## src/hdl/ppm_pkg.sv

```systemverilog
package ppm_pkg;
    localparam int PORT_CNT = 7;
    localparam int IRQ_CNT  = 6;
    localparam int ALT_W    = 12;

    // Port slots: P0, P1, P2, P3, P7, P8, P9
    localparam int PX_0 = 0;
    localparam int PX_1 = 1;
    localparam int PX_2 = 2;
    localparam int PX_3 = 3;
    localparam int PX_7 = 4;
    localparam int PX_8 = 5;
    localparam int PX_9 = 6;

    // Bits that may be steered to output
    localparam logic [PORT_CNT-1:0][7:0] DIR_MASK =
        {8'hff, 8'hff, 8'h07, 8'hff, 8'he0, 8'hff, 8'h3e};
    // Bits that exist as pins
    localparam logic [PORT_CNT-1:0][7:0] PIN_MASK =
        {8'hff, 8'hff, 8'h07, 8'hff, 8'he0, 8'hff, 8'hbf};

    // Register byte offsets; port slot n sits at n*4
    localparam logic [7:0] OFS_PORT_LAST = 8'h18;
    localparam logic [7:0] OFS_ALT_EN    = 8'h20;
    localparam logic [7:0] OFS_LCD_CTRL  = 8'h24;
    localparam logic [7:0] OFS_EDGE_CFG  = 8'h28;
    localparam logic [7:0] OFS_IRQ_STS   = 8'h2c;
    localparam logic [7:0] OFS_IRQ_CLR   = 8'h30;
    localparam logic [7:0] OFS_IRQ_EN    = 8'h34;

    // Port register fields
    localparam int FLD_LATCH = 0;
    localparam int FLD_DIR   = 8;
    localparam int FLD_PU    = 16;
    localparam int FLD_PIN   = 24;

    // Alternate function enable bits
    localparam int ALT_WT_OUT   = 0;
    localparam int ALT_BTA_OUT  = 1;
    localparam int ALT_BTB_OUT  = 2;
    localparam int ALT_PCLK     = 3;
    localparam int ALT_BUZ      = 4;
    localparam int ALT_S0_OUT   = 5;
    localparam int ALT_S0_CLK   = 6;
    localparam int ALT_S0_BUS   = 7;
    localparam int ALT_S2_OUT   = 8;
    localparam int ALT_S2_CLK   = 9;
    localparam int ALT_S2_ASYNC = 10;
    localparam int ALT_ADC      = 11;

    // Edge selection codes, two bits per interrupt input
    localparam logic [1:0] EDGE_RISE = 2'h0;
    localparam logic [1:0] EDGE_FALL = 2'h1;

    localparam logic [ALT_W-1:0]     ALT_RST  = 12'h000;
    localparam logic [7:0]           LCD_RST  = 8'h00;
    localparam logic [2*IRQ_CNT-1:0] EDGE_RST = 12'h000;

    typedef struct packed {
        logic [PORT_CNT-1:0][7:0] latch;
        logic [PORT_CNT-1:0][7:0] out_en;
        logic [PORT_CNT-1:0][7:0] pu;
        logic [ALT_W-1:0]         alt_en;
        logic [7:0]               lcd_sel;
        logic [2*IRQ_CNT-1:0]     edge_cfg;
        logic [IRQ_CNT-1:0]       irq_sts;
        logic [IRQ_CNT-1:0]       irq_en;
        logic [PORT_CNT-1:0][7:0] pin_out;
        logic [PORT_CNT-1:0][7:0] pin_oe;
        logic [PORT_CNT-1:0][7:0] pin_pu;
        logic [PORT_CNT-1:0][7:0] pin_lvl;
        logic [31:0]              prdata;
        logic [23:0]              seg;
        logic [3:0]               com;
    } ppm_state_s;

    typedef struct packed {
        logic                 armed;
        logic [IRQ_CNT-1:0]   prev;
        logic [IRQ_CNT-1:0]   hit;
    } ppm_edge_s;
endpackage

```

## src/hdl/ppm_edge_if.sv

```systemverilog
`timescale 1ns/100ps
interface ppm_edge_if;
    logic [5:0]  level;
    logic [11:0] cfg;
    logic [5:0]  hit;
    modport src (output level, output cfg, input hit);
    modport det (input level, input cfg, output hit);
endinterface

```

## src/hdl/ppm_edge_det.sv

```systemverilog
`timescale 1ns/100ps
module ppm_edge_det (
    input  wire logic i_ref_clk,
    input  wire logic i_rst_n,
    ppm_edge_if.det   e
);
    import ppm_pkg::*;

    ppm_edge_s st_r;
    ppm_edge_s st_nxt;

    // First cycle after reset only samples, so a pin already high is no edge
    always_comb begin
        st_nxt       = st_r;
        st_nxt.armed = 1'b1;
        st_nxt.prev  = e.level;
        for (int k = 0; k < IRQ_CNT; k++) begin
            logic rise;
            logic fall;
            rise = e.level[k] & ~st_r.prev[k];
            fall = ~e.level[k] & st_r.prev[k];
            if (!st_r.armed) begin
                st_nxt.hit[k] = 1'b0;
            end else if (e.cfg[2*k +: 2] == EDGE_RISE) begin
                st_nxt.hit[k] = rise;
            end else if (e.cfg[2*k +: 2] == EDGE_FALL) begin
                st_nxt.hit[k] = fall;
            end else begin
                st_nxt.hit[k] = rise | fall;
            end
        end
    end

    always_ff @(posedge i_ref_clk) begin
        if (!i_rst_n) begin
            st_r <= '0;
        end else begin
            st_r <= st_nxt;
        end
    end

    assign e.hit = st_r.hit;
endmodule

```

## src/hdl/ppm_top.sv

```systemverilog
`timescale 1ns/100ps
//
// Contract
// Port 0: bits 0-5,7; 0 and 7 input-only
// Per-bit direction on all bidirectional bits
// Pull-up acts only on input bits
// Reset: all inputs, alternates off, LCD excepted
// Software sets feedback cut before P07 input
// Analog mode forces port 1 input, no pull-ups
// Ports 8, 9: segment select per pin pair
// Segments 0-23 dedicated; 24-39 on ports 9, 8
// Four dedicated common outputs drive from reset
// Six interrupts: rising, falling or both edges
// P00 wide timer count, P01 capture trigger
// P33, P34 byte timer count inputs
// P30-P32 driven by timer outputs
// Serial 0 data/bus lines on P25, P26
// Serial clock pins bidirectional, master drives
// Serial 2 on P70-P72, async baud input
// P35 clock out, P36 buzzer, P37 none
// Software avoids port writes during conversion
// Alternate output overrides latch; reads show pin
module ppm_top (
    input  wire logic                                         i_ref_clk,
    input  wire logic                                         i_rst_n,
    input  wire logic                                         psel,
    input  wire logic                                         penable,
    input  wire logic                                         pwrite,
    input  wire logic [7:0]                                   paddr,
    input  wire logic [31:0]                                  pwdata,
    output logic                                              pready,
    output logic                                              pslverr,
    output logic      [31:0]                                  prdata,
    output logic                                              o_irq,
    input  wire logic [ppm_pkg::PORT_CNT-1:0][7:0]            i_port_pin,
    output logic      [ppm_pkg::PORT_CNT-1:0][7:0]            o_port_pin,
    output logic      [ppm_pkg::PORT_CNT-1:0][7:0]            o_port_oe,
    output logic      [ppm_pkg::PORT_CNT-1:0][7:0]            o_port_pullup,
    output logic      [5:0]                                   o_ext_irq_inputs,
    output logic                                              o_wide_timer_count_in,
    output logic                                              o_wide_timer_capture_in,
    output logic                                              o_byte_timer_a_count_in,
    output logic                                              o_byte_timer_b_count_in,
    input  wire logic                                         i_wide_timer_out,
    input  wire logic                                         i_byte_timer_a_out,
    input  wire logic                                         i_byte_timer_b_out,
    input  wire logic                                         i_prog_clock_out,
    input  wire logic                                         i_buzzer_out,
    output logic                                              o_ser0_data_in,
    output logic                                              o_ser0_bus_line_b_in,
    output logic                                              o_ser0_clock_pin_in,
    input  wire logic                                         i_ser0_data_out,
    input  wire logic                                         i_ser0_clock_pin_out,
    input  wire logic                                         i_ser0_bus_line_a_low,
    input  wire logic                                         i_ser0_bus_line_b_low,
    output logic                                              o_ser2_data_in,
    output logic                                              o_ser2_clock_pin_in,
    output logic                                              o_async_baud_clock_in,
    input  wire logic                                         i_ser2_data_out,
    input  wire logic                                         i_ser2_clock_pin_out,
    output logic                                              o_analog_mode,
    input  wire logic [39:0]                                  i_lcd_segment_outputs,
    input  wire logic [3:0]                                   i_lcd_common_outputs,
    output logic      [23:0]                                  o_lcd_segment_outputs,
    output logic      [3:0]                                   o_lcd_common_outputs
);
    import ppm_pkg::*;

    ppm_state_s st_r;
    ppm_state_s st_nxt;
    ppm_edge_if edge_bus ();

    // Port slot of an address, or PORT_CNT when it is not a port register
    function automatic logic [2:0] port_slot(input logic [7:0] a);
        if (a[1:0] == 2'h0 && a <= OFS_PORT_LAST) begin
            port_slot = a[4:2];
        end else begin
            port_slot = 3'(PORT_CNT);
        end
    endfunction

    function automatic logic addr_ok(input logic [7:0] a);
        if (port_slot(a) != 3'(PORT_CNT)) begin
            addr_ok = 1'b1;
        end else if (a == OFS_ALT_EN || a == OFS_LCD_CTRL || a == OFS_EDGE_CFG) begin
            addr_ok = 1'b1;
        end else if (a == OFS_IRQ_STS || a == OFS_IRQ_CLR || a == OFS_IRQ_EN) begin
            addr_ok = 1'b1;
        end else begin
            addr_ok = 1'b0;
        end
    endfunction

    assign edge_bus.level = i_port_pin[PX_0][5:0];
    assign edge_bus.cfg   = st_r.edge_cfg;

    ppm_edge_det u_edge (
        .i_ref_clk (i_ref_clk),
        .i_rst_n   (i_rst_n),
        .e         (edge_bus)
    );

    logic       wr_acc;
    logic       rd_setup;
    logic [2:0] slot;

    assign wr_acc   = psel & penable & pwrite;
    assign rd_setup = psel & ~penable & ~pwrite;
    assign slot     = port_slot(paddr);

    always_comb begin
        st_nxt = st_r;

        // Register writes take effect at the access edge
        if (wr_acc) begin
            if (slot != 3'(PORT_CNT)) begin
                st_nxt.latch[slot]  = pwdata[FLD_LATCH +: 8] & DIR_MASK[slot];
                st_nxt.out_en[slot] = pwdata[FLD_DIR +: 8] & DIR_MASK[slot];
                st_nxt.pu[slot]     = pwdata[FLD_PU +: 8] & DIR_MASK[slot];
            end else if (paddr == OFS_ALT_EN) begin
                st_nxt.alt_en = pwdata[ALT_W-1:0];
            end else if (paddr == OFS_LCD_CTRL) begin
                st_nxt.lcd_sel = pwdata[7:0];
            end else if (paddr == OFS_EDGE_CFG) begin
                st_nxt.edge_cfg = pwdata[2*IRQ_CNT-1:0];
            end else if (paddr == OFS_IRQ_EN) begin
                st_nxt.irq_en = pwdata[IRQ_CNT-1:0];
            end
        end

        // Clear first, then set, so an edge in the clear cycle survives
        if (wr_acc && paddr == OFS_IRQ_CLR) begin
            st_nxt.irq_sts = st_r.irq_sts & ~pwdata[IRQ_CNT-1:0];
        end
        st_nxt.irq_sts = st_nxt.irq_sts | edge_bus.hit;

        // Read data is captured in the setup cycle and held through access
        if (rd_setup) begin
            st_nxt.prdata = 32'h0;
            if (slot != 3'(PORT_CNT)) begin
                st_nxt.prdata[FLD_LATCH +: 8] = st_r.latch[slot];
                st_nxt.prdata[FLD_DIR +: 8]   = st_r.out_en[slot];
                st_nxt.prdata[FLD_PU +: 8]    = st_r.pu[slot];
                st_nxt.prdata[FLD_PIN +: 8]   = i_port_pin[slot] & PIN_MASK[slot];
            end else if (paddr == OFS_ALT_EN) begin
                st_nxt.prdata[ALT_W-1:0] = st_r.alt_en;
            end else if (paddr == OFS_LCD_CTRL) begin
                st_nxt.prdata[7:0] = st_r.lcd_sel;
            end else if (paddr == OFS_EDGE_CFG) begin
                st_nxt.prdata[2*IRQ_CNT-1:0] = st_r.edge_cfg;
            end else if (paddr == OFS_IRQ_STS) begin
                st_nxt.prdata[IRQ_CNT-1:0] = st_r.irq_sts;
            end else if (paddr == OFS_IRQ_EN) begin
                st_nxt.prdata[IRQ_CNT-1:0] = st_r.irq_en;
            end
        end

        // Port latch drives by default; masks keep input-only bits floating
        st_nxt.pin_out = st_r.latch;
        st_nxt.pin_oe  = st_r.out_en & DIR_MASK;

        if (st_r.alt_en[ALT_WT_OUT]) begin
            st_nxt.pin_out[PX_3][0] = i_wide_timer_out;
            st_nxt.pin_oe[PX_3][0]  = 1'b1;
        end
        if (st_r.alt_en[ALT_BTA_OUT]) begin
            st_nxt.pin_out[PX_3][1] = i_byte_timer_a_out;
            st_nxt.pin_oe[PX_3][1]  = 1'b1;
        end
        if (st_r.alt_en[ALT_BTB_OUT]) begin
            st_nxt.pin_out[PX_3][2] = i_byte_timer_b_out;
            st_nxt.pin_oe[PX_3][2]  = 1'b1;
        end
        if (st_r.alt_en[ALT_PCLK]) begin
            st_nxt.pin_out[PX_3][5] = i_prog_clock_out;
            st_nxt.pin_oe[PX_3][5]  = 1'b1;
        end
        if (st_r.alt_en[ALT_BUZ]) begin
            st_nxt.pin_out[PX_3][6] = i_buzzer_out;
            st_nxt.pin_oe[PX_3][6]  = 1'b1;
        end

        // Bus mode makes both serial 0 data pins open-drain lines
        if (st_r.alt_en[ALT_S0_BUS]) begin
            st_nxt.pin_out[PX_2][5] = 1'b0;
            st_nxt.pin_oe[PX_2][5]  = i_ser0_bus_line_a_low;
            st_nxt.pin_out[PX_2][6] = 1'b0;
            st_nxt.pin_oe[PX_2][6]  = i_ser0_bus_line_b_low;
        end else if (st_r.alt_en[ALT_S0_OUT]) begin
            st_nxt.pin_out[PX_2][6] = i_ser0_data_out;
            st_nxt.pin_oe[PX_2][6]  = 1'b1;
        end
        if (st_r.alt_en[ALT_S0_CLK]) begin
            st_nxt.pin_out[PX_2][7] = i_ser0_clock_pin_out;
            st_nxt.pin_oe[PX_2][7]  = 1'b1;
        end
        if (st_r.alt_en[ALT_S2_OUT]) begin
            st_nxt.pin_out[PX_7][1] = i_ser2_data_out;
            st_nxt.pin_oe[PX_7][1]  = 1'b1;
        end
        // Async mode wins over master clock: the pin only takes a baud clock
        if (st_r.alt_en[ALT_S2_ASYNC]) begin
            st_nxt.pin_oe[PX_7][2] = 1'b0;
        end else if (st_r.alt_en[ALT_S2_CLK]) begin
            st_nxt.pin_out[PX_7][2] = i_ser2_clock_pin_out;
            st_nxt.pin_oe[PX_7][2]  = 1'b1;
        end

        // Each select bit hands one pin pair to the segment driver
        for (int k = 0; k < 8; k++) begin
            if (st_r.lcd_sel[k]) begin
                for (int j = 2*(k%4); j < 2*(k%4) + 2; j++) begin
                    if (k < 4) begin
                        st_nxt.pin_out[PX_9][j] = i_lcd_segment_outputs[31-j];
                        st_nxt.pin_oe[PX_9][j]  = 1'b1;
                    end else begin
                        st_nxt.pin_out[PX_8][j] = i_lcd_segment_outputs[39-j];
                        st_nxt.pin_oe[PX_8][j]  = 1'b1;
                    end
                end
            end
        end

        if (st_r.alt_en[ALT_ADC]) begin
            st_nxt.pin_oe[PX_1] = 8'h00;
        end

        st_nxt.pin_pu = st_r.pu & ~st_nxt.pin_oe & DIR_MASK;
        if (st_r.alt_en[ALT_ADC]) begin
            st_nxt.pin_pu[PX_1] = 8'h00;
        end

        // Input routing is registered so every data output comes from a flop
        st_nxt.pin_lvl = i_port_pin & PIN_MASK;
        st_nxt.seg     = i_lcd_segment_outputs[23:0];
        st_nxt.com     = i_lcd_common_outputs;
    end

    always_ff @(posedge i_ref_clk) begin
        if (!i_rst_n) begin
            st_r         <= '0;
            st_r.alt_en  <= ALT_RST;
            st_r.lcd_sel <= LCD_RST;
            st_r.edge_cfg <= EDGE_RST;
        end else begin
            st_r <= st_nxt;
        end
    end

    assign pready  = 1'b1;
    assign pslverr = psel & penable & ~addr_ok(paddr);
    assign prdata  = st_r.prdata;
    assign o_irq   = |(st_r.irq_sts & st_r.irq_en);

    assign o_port_pin    = st_r.pin_out;
    assign o_port_oe     = st_r.pin_oe;
    assign o_port_pullup = st_r.pin_pu;

    assign o_ext_irq_inputs        = edge_bus.hit;
    assign o_wide_timer_count_in   = st_r.pin_lvl[PX_0][0];
    assign o_wide_timer_capture_in = st_r.pin_lvl[PX_0][1];
    assign o_byte_timer_a_count_in = st_r.pin_lvl[PX_3][3];
    assign o_byte_timer_b_count_in = st_r.pin_lvl[PX_3][4];
    assign o_ser0_data_in          = st_r.pin_lvl[PX_2][5];
    assign o_ser0_bus_line_b_in    = st_r.pin_lvl[PX_2][6];
    assign o_ser0_clock_pin_in     = st_r.pin_lvl[PX_2][7];
    assign o_ser2_data_in          = st_r.pin_lvl[PX_7][0];
    assign o_ser2_clock_pin_in     = st_r.pin_lvl[PX_7][2];
    assign o_async_baud_clock_in   = st_r.pin_lvl[PX_7][2];
    assign o_analog_mode           = st_r.alt_en[ALT_ADC];
    assign o_lcd_segment_outputs   = st_r.seg;
    assign o_lcd_common_outputs    = st_r.com;
endmodule

```

## config.mk

```make
export PLATFORM = sky130hd
export DESIGN_NAME = ppm_top
export DESIGN_NICKNAME = d
export VERILOG_FILES = /design/src/hdl/ppm_pkg.sv /design/src/hdl/ppm_edge_if.sv /design/src/hdl/ppm_edge_det.sv /design/src/hdl/ppm_top.sv
export SDC_FILE = /design/constraint.sdc
export NUM_CORES = 1
export LEC_CHECK = 0
export BUFFER_PORTS_ARGS = -buffer_cell sky130_fd_sc_hd__buf_4
export CAP_MARGIN = 20
export CORE_AREA = 2 2 139 276
export CTS_CLUSTER_SIZE = 24
export DETAILED_ROUTE_END_ITERATION = 6
export DIE_AREA = 0 0 141 278
export GPL_ROUTABILITY_DRIVEN = 0
export PLACE_DENSITY = 0.76
export SLEW_MARGIN = 20
export SYNTH_ARGS = -nofsm -noshare
export SYNTH_HDL_FRONTEND = slang
export SYNTH_SLANG_ARGS = --single-unit
export TNS_END_PERCENT = 1
```

## constraint.sdc

```tcl
create_clock -name i_ref_clk -period 2.99 [get_ports i_ref_clk]
set_input_delay 0.4485 -clock i_ref_clk [delete_from_list [all_inputs] [get_ports i_ref_clk]]
set_output_delay 0.4485 -clock i_ref_clk [all_outputs]
set_load 0.02 [all_outputs]
```

# --- After elaboration in Yosys (flattened, before gate mapping) ---
# Memory sizes are Yosys's and may differ from the RTL's.
# Cells that the tools add are included.
totals:
  regBits: 466
  mem_bits_ro: 128
  input_bits: 156
  out_inout_bits: 248
  elab_cells: 245
  mem_count: 2
mem_list:
  columns: ["name", "words", "width", "rd", "rd_ports_with_merged_regs", "write_ports", "line", "source"]
  rows:
  - ["(name not given)", 8, 8, 1, 0, 0, "ppm_top.sv:144", "st_nxt.prdata[FLD_PIN +: 8] = i_port_pin[slot] & PIN_MASK[slot];"]
  - ["(name not given)", 8, 8, 1, 0, 0, "ppm_top.sv:119", "st_nxt.pu[slot] = pwdata[FLD_PU +: 8] & DIR_MASK[slot];"]
op_classes:
  n_lt_le_gt_ge: 3
  n_eq_ne: 13
  muxes: 87
  bitwise_logic: 53
  n_reduce_logical: 23
op_table:
  columns: ["operator", "count"]
  rows:
  - ["56-bit bitwise mux", 3]
  - ["8-bit binary-select mux with 3-bit select", 4]
  - ["8-bit 2-to-1 mux", 9]
  - ["56-bit bitwise AND", 1]
  - ["56-bit NOT", 1]
  - ["8-bit by 6-bit == test with 1-bit output (second input constant)", 6]
  - ["1-bit 2-to-1 mux", 43]
  - ["8-bit bitwise AND", 4]
  - ["2-bit 2-to-1 mux", 16]
  - ["6-bit 2-to-1 mux", 5]
  - ["8-bit demux with 3-bit select", 1]
  - ["12-bit 2-to-1 mux", 2]
  - ["20-bit 2-to-1 mux", 1]
  - ["1-bit NOT", 20]
  - ["1-bit bitwise AND", 17]
  - ["2-bit logical NOT", 7]
  - ["13-bit 2-to-1 mux", 1]
  - ["6-bit bitwise AND", 2]
  - ["2-bit by 1-bit == test with 1-bit output (second input constant)", 6]
  - ["8-bit by 5-bit less-or-equal comparator with 1-bit output (second input constant)", 1]
  - ["6-bit NOT", 1]
  - ["1-bit OR", 6]
  - ["6-bit OR", 1]
  - ["6-bit AND reduction", 1]
  - ["13 further kinds", 20]

# --- Depth between registers and ports, before layout ---
logic_depth:
  ltp_word: 8
  mapped_depth: 10

# --- By module ---
# Synthesis repeated with hierarchy kept, for this count alone.
hier_totals:
  cells_unflattened: 2059
  area_unflattened_um2: 18506.5
by_module_without_submodules:
  columns: ["module", "instances", "cells_per_inst", "area_per_inst_um2", "seq_area_each_um2"]
  rows:
  - ["ppm_top", 1, 1990, 17782.1, 8468.1]
  - ["ppm_edge_det", 1, 69, 724.4, 260.2]

# --- Least setup slack after synthesis ---
# No wires, ideal clock.
synth_path:
  kind: "input-to-reg"
  from: "in paddr[7]"
  to: "reg st_r, in the netlist st_nxt[255]"
  setup_ns: 0.128
  arrival_ns: 2.227
  required_ns: 2.862
  path_slack_ns: 0.635
  cell_stages: 8
  path_cell_list: "or4_1 > buf_4 > a311oi_4 > and4_1 > buf_4 > buf_4 > mux2i_1 > nor2_1"
synth_between:
  elab_chain_len: 8
synth_rtl:
  columns: ["element", "line", "source"]
  rows:
  - ["start, declared", "ppm_top.sv:29", "input wire logic [7:0] paddr,"]
  - ["8-bit by 5-bit less-or-equal comparator with 1-bit output (*)", "ppm_top.sv:75", "if (a[1:0] == 2'h0 && a <= OFS_PORT_LAST) begin"]
  - ["1-bit logical AND (*)", "ppm_top.sv:75", null]
  - ["3-bit 2-to-1 mux (*)", "ppm_top.sv:75", null]
  - ["3-bit by 4-bit less-than comparator with 1-bit output (implied by the code) or 3-bit by 1-bit greater-or-equal comparator with 1-bit output (tied branches)", "ppm_top.sv:117", "st_nxt.latch[slot] = pwdata[FLD_LATCH +: 8] & DIR_MASK[slot];"]
  - ["1-bit logical AND (implied by the code)", "ppm_top.sv:117", null]
  - ["8-bit 2-to-1 mux (implied by the code)", "ppm_top.sv:117", null]
  - ["8-bit demux with 3-bit select", "ppm_top.sv:117", null]
  - ["56-bit bitwise mux", "ppm_top.sv:117", null]
  - ["end signal, assigned", "ppm_top.sv:246", "st_r <= st_nxt;"]
  - ["end, declared", "ppm_top.sv:69", "ppm_state_s st_r;"]
# Mark *: on every way between the ends. The rest lies on a longest branch, timed or not. The select of a mux whose other input is x is not followed.
# A chain may end at the register's enable or synchronous reset.

# --- Final worst setup path ---
layout_path:
  from: "in paddr[7]"
  to: "out pslverr"
layout_between:
  elab_chain_len: 8
layout_rtl:
  columns: ["element", "line", "source"]
  rows:
  - ["branches (longest 5 deep; another with 8-bit by 5-bit less-or-equal comparator with 1-bit output)", null, null]
  - ["1-bit 2-to-1 mux (*)", "ppm_top.sv:83", "if (port_slot(a) != 3'(PORT_CNT)) begin"]
  - ["1-bit NOT (*)", "ppm_top.sv:251", "assign pslverr = psel & penable & ~addr_ok(paddr);"]
  - ["1-bit bitwise AND (*)", "ppm_top.sv:251", null]
  - ["end, declared", "ppm_top.sv:32", "output logic pslverr,"]
# Mark *: on every way between the ends.

==> flow_summary.ini <==
[logic_synthesis]
synth.most_common_cell = dfxtp_1
yosysTopAreaCell = dfxtp_1
async_flop_share = 0
synth_compound_area_frac = 0.0948
yosysTopAreaCellShare = 0.474
synth_seq_cells = 434
syn_area_mm2 = 0.0183
synth_edf_count = 0
ys_warn_count = 0
synthCells = 2004
synthTopCellsByCount = dfxtp_1 (434), nand2_1 (245), buf_4 (241)
synth_mux_area_frac = 0.0971
synth.avg_cell_area_um2 = 9.15
seq_area_frac_synth = 0.474
synth_area_leaders = dfxtp_1 (47%), buf_4 (9.9%), mux2i_1 (7.4%)
synthSimpleGateAreaFrac = 0.192
ys.flop_type = dfxtp_1
synth-xor-area-share = 0.000478
synth_top_family_by_area = simple AND/OR/NAND/NOR gates
synthDistinctLibCells = 59
synthAdderAreaFrac = 0.00819

[timing]
fin_setup_tns_ns = 0
maxSlewViolCount = 0
tightestPinTransition_ns = 1.04
setup_slack_ns = 0.312
final.setup_skew_ns = 0.0136
slew-limit-headroom = 0.287
period_minus_slack_ns = 2.68
period_share = 0.896
hold_viol_final = 0
max_freq_ghz = 0.373
rsz0062_at_grt = no
setup_viol_count_final = 0

[die]
chipHeight_um = 278
start_util = 0.493
rows = 100
die_area_mm2 = 0.0392
io_pins = 404
die_w_um = 141
coreArea_mm2 = 0.0372

[routing]
num_vias = 15000
vias_per_cell = 5.76
drt_pass1_iterations = 6
drt-initial-drc-count = 1519
ant_nets = 0
routedWlPerCell_um = 24.2
wirelength_mm = 63.1
drc = 0

[power_and_ir_drop]
ir_drop_uv = 398
leakagePower_nw = 8.74
power_density_mw_per_mm2 = 550

[setup_path]
slowest_stage = or4_1
path_class = in -> out
critPathMaxFanout = 22
worstPathArrival_ns = 2.23
crit_chain = buf_4 -> or4_1 -> nor3_2 -> buf_4 -> nor3_1 -> buf_4
cp.required_ns = 2.54
slowest_delay_ns = 0.79
start_kind = primary input
crit_top_cell = buf_4
end_kind = primary output

[run_status]
status = finished clean

[global_route]
grt_max_degree = 77
grt_pass1_vias = 14800
antenna_found_initial = 3
grt_pass1_wl_mm = 91.2
grt.overflow.total = 0
grt_use_total = 0.312

[finish]
drive_gt1_frac = 0.249
fin_nets = 2289
fillers = 3276
multi_input_area_mm2 = 0.00732
syn_to_final_growth_pct = 15.5
seqCellArea_mm2 = 0.00869

[clock_network]
path_clk_slew_ns = 0.06
cts_htree_levels = 2
clk_path_buf_depth = 3
clkSinkCount = 434
cts_buffers = 39
insertion_delay_ns = 0.55
cts_tree = built
cts.hold.buffers_added = 0
cts_setup_buffers = 0
ctsResizeCount = 0
root_buffer = clkbuf_16

[job]
drv_cap = 0

[place]
dp_slack_ns = 0.0899
io_buffers = 357
place_hpwl_mm = 46.9

[worst_hold_path]
hold_path.class = in -> reg
worst paths after layout:
kind,end,slack [ns],cells after the start,from
worst max-delay path,pslverr,0.31,6,paddr[7]
worst min-delay path,o_lcd_segment_outputs[18]$_SDFF_PN0_,0.11,2,i_lcd_segment_outputs[18]
worst max register to register,prdata[6]$_SDFFE_PN0P_,1.09,4,st_r[486]$_SDFFE_PN0P_
worst min register to register,prdata[25]$_SDFFE_PN0P_,0.46,2,prdata[25]$_SDFFE_PN0P_
layer usage:
| layer | part of all wire | up-vias | global-route usage |
|---|---|---|---|
| met5 | 0.00035 | - | 0 |
| met4 | 0.11 | 4 | 0.276 |
| met2 | 0.49 | 862 | 0.538 |
| met3 | 0.076 | 286 | 0.0535 |
| met1 | 0.32 | 7167 | 0.320 |
| li1 | - | 6715 | - |
registers in the layout (all words and copies together), names as in the netlist, 4 cells and up:
| signal | count |
|---|---|
| st_r | 160 |
| o_port_pin | 56 |
| o_port_oe | 43 |
| o_port_pullup | 43 |
| st_nxt | 39 |
| prdata | 32 |
| o_lcd_segment_outputs | 24 |
| edge_bus.cfg | 12 |
| u_edge.e.hit | 6 |
| u_edge.st_r | 6 |
| o_lcd_common_outputs | 4 |
cells in the final DEF, fill, tap and decap left out, drive strengths merged, types with 7 or more instances in the layout:
cell type / instances
and3: 55
nand2: 245
clkinv: 7
nor4b: 17
mux2: 38
dfxtp: 434
ha: 12
inv: 25
a21oi: 115
nor3: 8
buf: 418
nor3b: 20
nand3: 44
nor2b: 18
conb: 27
a211oi: 19
clkbuf: 58
mux2i: 135
and2: 96
nor2: 196
o221a: 11
o21ai: 29
o22ai: 11
o21a: 9
o31ai: 9
a32o: 11
worst max-delay path: cells and delay by family:
kind,cells,cell delay [ns]
buffers and inverters,3,0.63
AND/OR/NAND/NOR,3,1.15
layout make-up:
type,count,area share
antenna,2,0.000236
clock buffer,58,0.0534
clock inverter,11,0.00626
inverter,25,0.00467
multi-input combinational,1203,0.346
sequential,434,0.410
tap,459,0.0271
timing repair buffer,418,0.152
cells by family (layout without fill, tap and decap cells):
family | count (synthesis) | in the layout
mux | 173 | 173
other cells | 2 | 29
simple gates | 729 | 729
fa+ha+maj | 12 | 12
buf+inv | 392 | 512
xor+xnor | 1 | 1
compound gates | 261 | 261
flops | 434 | 434
power breakdown:
| part | total [mW] | switching, mW | internal (mW) | leakage, nW |
|---|---|---|---|---|
| registers | 5.84 | 0.0213 | 5.82 | 3.51 |
| clock network | 5.09 | 2.21 | 2.88 | 0.619 |
| logic | 0.701 | 0.442 | 0.259 | 4.62 |
stage by stage:
step	instances	area [um2]	power, mW	util	hold slack, ns
2_1_floorplan	2029	18400	6.36	-	0.420
3_3_place_gp	2539	19900	6.65	0.536	0.442
3_5_place_dp	2539	19900	6.66	0.536	0.446
4_1_cts	2608	21200	11.7	0.570	0.0874
5_1_grt	2609	21200	12.0	0.570	0.0980
6_report	2610	21200	11.6	0.570	0.111
No activity file was read; power rests on OpenSTA's default activity.
